`config.mk`:
```
export PLATFORM = sky130hd
export DESIGN_NAME = ifeu_top
export DESIGN_NICKNAME = d
export VERILOG_FILES = /design/src/hdl/ifeu_pkg.sv /design/src/hdl/ifeu_edge_det.sv /design/src/hdl/ifeu_top.sv
export VERILOG_INCLUDE_DIRS = /design/src /design/src/hdl
export SDC_FILE = /design/constraint.sdc
export NUM_CORES = 1
export LEC_CHECK = 0
export BUFFER_PORTS_ARGS = -buffer_cell sky130_fd_sc_hd__buf_2
export CAP_MARGIN = 20
export CORE_MARGIN = 2
export CORE_UTILIZATION = 45
export CTS_BUF_LIST = sky130_fd_sc_hd__clkbuf_8
export DETAILED_ROUTE_END_ITERATION = 10
export PLACE_DENSITY = 0.7
export SLEW_MARGIN = 20
export SYNTH_ARGS = -nofsm -noshare
export SYNTH_HDL_FRONTEND = slang
export SYNTH_SLANG_ARGS = --single-unit
```
`constraint.sdc`:
```
create_clock -name REF_CLK_I -period 3.1 [get_ports REF_CLK_I]
set_clock_uncertainty 0.15 [all_clocks]
set_input_delay 0.775 -clock REF_CLK_I [delete_from_list [all_inputs] [get_ports REF_CLK_I]]
set_output_delay 0.775 -clock REF_CLK_I [all_outputs]
set_load 0.02 [all_outputs]
```
`src/hdl/ifeu_defines.svh`:
```
// Summary of operation
// - Eight sources, each with own flag bit and enable bit, any mix requests.
// - Request stays asserted until every enabled pending flag is cleared.
// - Reading 0x11 returns the flag byte without disturbing any flag.
// - Alias 0x10 reads all ones; its bit-clear write lands on the flags.
// - Edge flag set after the read cycle survives the following write cycle.
// - Writing edge flags: a one is ignored, a zero clears that flag.
// - Writing 0x12 sets enable bits written one, clears those written zero.
// - Chip reset clears every enable bit.
// - Request asserted whenever some flag is true and its enable is set.
// - Flags 0,1 set on rising edge of port A lines 0,1; cleared by write.
// - Flags 2,3 set on falling edge of port A lines 2,3; cleared by write.
// - Flag 4 sets on counter A underflow; cleared reading 0x18 or writing 0x1A.
// - Flag 5 sets on counter B underflow; cleared reading 0x1C or writing 0x1E.
// - Flag 6 follows OR of serial status bits 0 to 3.
// - Flag 7 true when status 6 set with status 5 clear, or status 7 set.
// - Chip reset clears all four edge flags and all other flags.
// - Edges need only be caught at up to half the clock rate.
`ifndef IFEU_DEFINES_SVH
`define IFEU_DEFINES_SVH

// zero-page addresses
`define IFEU_ADDR_ALIAS 8'h10
`define IFEU_ADDR_FLAG 8'h11
`define IFEU_ADDR_ENABLE 8'h12
`define IFEU_ADDR_CNTA_LOW 8'h18
`define IFEU_ADDR_CNTA_WR 8'h1A
`define IFEU_ADDR_CNTB_LOW 8'h1C
`define IFEU_ADDR_CNTB_WR 8'h1E

// read values and reset values
`define IFEU_ALIAS_READ 8'hFF
`define IFEU_UNMAPPED_READ 8'h00
`define IFEU_FLAG_RESET 8'h00
`define IFEU_ENABLE_RESET 8'h00

// flag bit positions
`define IFEU_BIT_CNTA 4
`define IFEU_BIT_CNTB 5
`define IFEU_BIT_RX 6
`define IFEU_BIT_TX 7
`define IFEU_NUM_EDGE 4
`define IFEU_NUM_RISING 2

// serial status bit positions
`define IFEU_SER_RX_LO 0
`define IFEU_SER_RX_HI 3
`define IFEU_SER_TX_IDLE 5
`define IFEU_SER_TX_EMPTY 6
`define IFEU_SER_TX_DONE 7

`endif

```
`src/hdl/ifeu_pkg.sv`:
```
package ifeu_pkg;

   // zero-page bus request from the cpu core
   typedef struct packed {
      logic rd;
      logic wr;
      logic [7:0] addr;
      logic [7:0] wdata;
   } ifeu_bus_req_s;

   // state of one edge detector
   typedef struct packed {
      logic sync1;
      logic sync2;
      logic prev;
   } ifeu_edge_s;

   // state of the flag and enable unit
   typedef struct packed {
      logic [7:0] flag;
      logic [7:0] enable;
      logic [7:0] rdata;
      logic rvalid;
      logic irq_n;
   } ifeu_state_s;

endpackage

```
`src/hdl/ifeu_edge_det.sv`:
```
`timescale 1ns/10ps
module ifeu_edge_det #(
   parameter bit RISING = 1'b1
) (
   // clock and reset
   input wire logic clk_i,
   input wire logic reset_n_i,
   // port line and detected edge
   input wire logic line_i,
   output logic edge_o
);
   import ifeu_pkg::*;

   ifeu_edge_s state_reg;
   ifeu_edge_s state_next;

   // two-flop synchroniser then one history flop
   always_comb begin
      state_next = state_reg;
      state_next.sync1 = line_i;
      state_next.sync2 = state_reg.sync1;
      state_next.prev = state_reg.sync2;
   end

   always_ff @(posedge clk_i) begin
      if (!reset_n_i) begin
         state_reg <= '0;
      end else begin
         state_reg <= state_next;
      end
   end

   // one-cycle pulse per qualifying transition
   always_comb begin
      if (RISING) begin
         edge_o = state_reg.sync2 & ~state_reg.prev;
      end else begin
         edge_o = ~state_reg.sync2 & state_reg.prev;
      end
   end
endmodule

```
`src/hdl/ifeu_top.sv`:
```
`timescale 1ns/10ps
`include "ifeu_defines.svh"
module ifeu_top (
   // clock and reset
   input wire logic REF_CLK_I,
   input wire logic RESET_N_I,
   // zero-page bus
   input wire ifeu_pkg::ifeu_bus_req_s BUS_REQ_I,
   output logic [7:0] BUS_RDATA_O,
   output logic BUS_RVALID_O,
   // interrupt sources
   input wire logic [3:0] PORT_A_I,
   input wire logic CNTA_UNDERFLOW_I,
   input wire logic CNTB_UNDERFLOW_I,
   input wire logic [7:0] SERIAL_STATUS_I,
   // request to the cpu core
   output logic IRQ_N_O
);
   import ifeu_pkg::*;

   ifeu_state_s state_reg;
   ifeu_state_s state_next;

   logic [3:0] edge_hit;
   logic [7:0] set_vec;
   logic [7:0] clr_vec;
   logic wr_flag;
   logic rd_alias;
   logic rd_flag;
   logic rd_enable;
   logic wr_enable;
   logic clr_cnta;
   logic clr_cntb;
   logic rx_level;
   logic tx_level;

   // edge detectors on port A lines 0 to 3
   genvar gi;
   generate
      for (gi = 0; gi < `IFEU_NUM_EDGE; gi = gi + 1) begin : g_edge
         ifeu_edge_det #(
            .RISING(gi < `IFEU_NUM_RISING)
         ) u_edge (
            .clk_i(REF_CLK_I),
            .reset_n_i(RESET_N_I),
            .line_i(PORT_A_I[gi]),
            .edge_o(edge_hit[gi])
         );
      end
   endgenerate

   // address decode of the zero-page accesses
   always_comb begin
      rd_alias = BUS_REQ_I.rd && (BUS_REQ_I.addr == `IFEU_ADDR_ALIAS);
      rd_flag = BUS_REQ_I.rd && (BUS_REQ_I.addr == `IFEU_ADDR_FLAG);
      rd_enable = BUS_REQ_I.rd && (BUS_REQ_I.addr == `IFEU_ADDR_ENABLE);
      wr_enable = BUS_REQ_I.wr && (BUS_REQ_I.addr == `IFEU_ADDR_ENABLE);
      // bit-clear write may arrive on the alias or on the flag address
      wr_flag = BUS_REQ_I.wr &&
         ((BUS_REQ_I.addr == `IFEU_ADDR_ALIAS) ||
          (BUS_REQ_I.addr == `IFEU_ADDR_FLAG));
   end

   // counter flag side-effect clears
   always_comb begin
      clr_cnta = (BUS_REQ_I.rd &&
                  (BUS_REQ_I.addr == `IFEU_ADDR_CNTA_LOW)) ||
                 (BUS_REQ_I.wr &&
                  (BUS_REQ_I.addr == `IFEU_ADDR_CNTA_WR));
      clr_cntb = (BUS_REQ_I.rd &&
                  (BUS_REQ_I.addr == `IFEU_ADDR_CNTB_LOW)) ||
                 (BUS_REQ_I.wr &&
                  (BUS_REQ_I.addr == `IFEU_ADDR_CNTB_WR));
   end

   // serial status levels
   always_comb begin
      rx_level = |SERIAL_STATUS_I[`IFEU_SER_RX_HI:`IFEU_SER_RX_LO];
      tx_level = (SERIAL_STATUS_I[`IFEU_SER_TX_EMPTY] &
                  ~SERIAL_STATUS_I[`IFEU_SER_TX_IDLE]) |
                 SERIAL_STATUS_I[`IFEU_SER_TX_DONE];
   end

   // set and clear vectors for the event flags
   always_comb begin
      set_vec = 8'h00;
      clr_vec = 8'h00;
      // edge flags: zero written clears, one written is ignored
      set_vec[3:0] = edge_hit;
      if (wr_flag) begin
         clr_vec[3:0] = ~BUS_REQ_I.wdata[3:0];
      end
      // counter underflow flags
      set_vec[`IFEU_BIT_CNTA] = CNTA_UNDERFLOW_I;
      set_vec[`IFEU_BIT_CNTB] = CNTB_UNDERFLOW_I;
      clr_vec[`IFEU_BIT_CNTA] = clr_cnta;
      clr_vec[`IFEU_BIT_CNTB] = clr_cntb;
   end

   // next state of flags, enables, read data and request
   always_comb begin
      state_next = state_reg;
      // set wins over clear in the same cycle
      state_next.flag[5:0] = (state_reg.flag[5:0] & ~clr_vec[5:0]) |
                             set_vec[5:0];
      // serial flags follow their status levels
      state_next.flag[`IFEU_BIT_RX] = rx_level;
      state_next.flag[`IFEU_BIT_TX] = tx_level;
      // enable register written whole
      if (wr_enable) begin
         state_next.enable = BUS_REQ_I.wdata;
      end
      // read data, registered; unmapped reads answer zero
      state_next.rvalid = rd_alias | rd_flag | rd_enable;
      if (rd_alias) begin
         state_next.rdata = `IFEU_ALIAS_READ;
      end else if (rd_flag) begin
         state_next.rdata = state_reg.flag;
      end else if (rd_enable) begin
         state_next.rdata = state_reg.enable;
      end else begin
         state_next.rdata = `IFEU_UNMAPPED_READ;
      end
      // level request held while any enabled flag is pending
      state_next.irq_n = ~|(state_next.flag & state_next.enable);
   end

   // single state register
   always_ff @(posedge REF_CLK_I) begin
      if (!RESET_N_I) begin
         state_reg.flag <= `IFEU_FLAG_RESET;
         state_reg.enable <= `IFEU_ENABLE_RESET;
         state_reg.rdata <= `IFEU_UNMAPPED_READ;
         state_reg.rvalid <= 1'b0;
         state_reg.irq_n <= 1'b1;
      end else begin
         state_reg <= state_next;
      end
   end

   // outputs straight from the state register
   assign BUS_RDATA_O = state_reg.rdata;
   assign BUS_RVALID_O = state_reg.rvalid;
   assign IRQ_N_O = state_reg.irq_n;
endmodule
```
==> metrics.txt <==
Remaining Overflow, GRT 0; number of synthesized flops with an enable pin 0; PortBufs 42; Syn Area/Cell 8.87 µm²; Synth Area in Simple Gates 22.4%; CTS Root Cell clkbuf_8; smallest setup slack after layout 0.638 ns; Slew @ Worst Pin 0.496 ns; crit path kind primary input to flip-flop; Synth cell types 32; complex-gate fraction of the synthesized area 18.3%; FP Rows 21; Vias per Instance 4.99; Die Span Y 64.4 µm; Adder-Cell Fraction of Synth Area 0%; max FFs per register 16; Crit path depth 6; Setup-failing EPs final 0; Synth Cell Area 1640 µm²; Crit path buffers/inverters 1; CP Launch Type primary input; Top delay family on crit path compound AO/OA/AOI/OAI gates; Critical Path End Type flip-flop; number of fill cells 330; DRT Wirelength 3.24 mm; number of global-route vias before repair 1232; post-synthesis sequential area ratio 46.4%; Placer Congestion 0.766; Pwr Density 514 nW/µm²; Hold Buf Count CTS 0; setup TNS 0 ns; first-pass GRT wire length 5.50 mm; fin cells 267; Vias 1331; post-synthesis xor/xnor area fraction 0%; CTS tree built; outcome finished clean; Top-Level Pins 44; Syn Inst Count 185; VDD IR max 0.310 mV; crit-path max cell delay 0.48 ns; Setup WS pre-CTS 0.332 ns; clock sinks 38; H-tree depth 2; Async SR Flop Fraction 0%; core region area 3420 µm²; f_max 406 MHz; die width 64.4 µm; Reg area 761 µm²; largest family of logic cells by synthesized area simple AND/OR/NAND/NOR gates; CTS Buf Count 5; CP arrival 2.51 ns; final hold vios 0; area of the multi-input gates 748 µm²; Skew-Pair Late Insertion Delay 0.28 ns; worst r2r path cells 5; nets 255; CTS Buffer Depth 2; 1st-pass router iterations 4; DR WL/cell 12.1 µm; area of the die 4140 µm²; initial antenna violation count 0; yosys warns 0; Inst Count DP 260; total global routing track utilization 17.2%; RSZ-0062 raised after global routing no; min Tclk post-route 2.46 ns; headroom to the max-slew limit 66.4%; worst hold path depth 1; leak pwr 0.851 nW; largest net degree at the start of global routing 31; detailed placer's ending HPWL 2.35 mm; Post-route DRC 0; fraction of layout cells with a size suffix above 1 25.8%; synthesis-to-finish area growth 19.1%; multiplexer share of the synthesized area 4.88%; initial core utilization 48.0%; MaxCap Viol Count 0; setup bufs post-CTS 0; Synth Flop Type dfxtp_1; worst-path fanout max 3; WP data required 3.15 ns; final slew viol count 0; CTS clock-pin slew for the worst setup and hold paths 0.07 ns; Min-Delay Path Class flip-flop to flip-flop; Post-CTS Resized 0; Synth Net Count 219; FF+latch count, synth 38; DR iter-0 viols 57; Diodes inserted 0; Slowest cell on crit path nor4b_1; fin crit share 79.4%; crit-path cells buf_2 > nor4b_1 > nand3_1 > o32ai_1 > o221ai_1 > o41ai_2; Final ANT Viol Nets 0
[final cells by class]
class	count	share of cell area, %
Sequential cell	38	38.9
Multi-Input combinational cell	120	38.3
Timing Repair Buffer	45	11.9
Clock buffer	6	4.23
Tap cell	46	2.95
Inverter	11	2.11
Clock inverter	1	1.54
[routing by layer]
layer	vias up	track usage, %	share of wire (%)
li1	692	-	-
met1	600	20.9	47
met2	34	28.1	46
met3	5	6.51	5.9
met4	0	5.59	1.0
met5	-	0	0
[through the flow]
step / cell area [µm²] / power (mW) / hold WS (ns) / util [%]
3_3_place_gp: 1840 / 0.593 / 0.264 / 53.9
6_report: 1950 / 1.00 / 0.287 / 57.2
4_1_cts: 1950 / 1.01 / 0.290 / 57.2
3_5_place_dp: 1840 / 0.595 / 0.273 / 53.9
5_1_grt: 1950 / 1.05 / 0.305 / 57.2
2_1_floorplan: 1640 / 0.561 / 0.262 / -
[placed cells by master, fill, tap and decap left out, types with 6 or more instances in the layout]
master    synthesis  final
a21oi_1          20     20
and2_1           16     16
mux2i_1           8      8
buf_2             0     42
dfxtp_1          38     38
nor2b_1          11     11
nor2_1           14     14
inv_1            11     11
nand2_1           7      7
clkbuf_8          0      6
o21ai_0           9      9
[Yosys cell counts, types with 2 or more instances]
library cell,number,area share (%)
and2_1,16,6.1
o21a_1,5,2.3
nor2_1,14,3.2
nor2b_1,11,4.2
a31oi_1,4,1.5
mux2i_1,8,4.9
nand2b_1,4,1.5
clkbuf_1,8,1.8
o21ai_0,9,2.7
nand2_1,7,1.6
dfxtp_1,38,46
inv_1,11,2.5
a21boi_0,2,0.92
buf_4,8,3.7
nand3_1,4,1.2
a21oi_1,20,6.1
[power by group]
group,switching [mW],total (mW),internal [mW]
clock network,0.164,0.421,0.257
logic,0.0397,0.0777,0.0380
registers,0.00571,0.506,0.500
total,0.209,1.00,0.796
[cell families (layout without fill, tap and decap cells)]
kind of cell,Yosys count,count (layout)
compound gates,48,48
simple gates,64,64
buf+inv,27,63
flops,38,38
mux,8,8
[path summary, 6_finish.rpt]
| check | start | to | slack, ns |
|---|---|---|---|
| worst max-delay path | BUS_REQ_I[13] | IRQ_N_O | 0.64 |
| worst min register to register | g_edge[2].u_edge.state_next[1] | g_edge[2].u_edge.state_next[0] | 0.29 |
| worst max register to register | g_edge[0].u_edge.state_next[0] | IRQ_N_O | 1.39 |
| worst min-delay path | g_edge[2].u_edge.state_next[1] | g_edge[2].u_edge.state_next[0] | 0.29 |
Note: power is estimated with default switching activity, not from simulation.
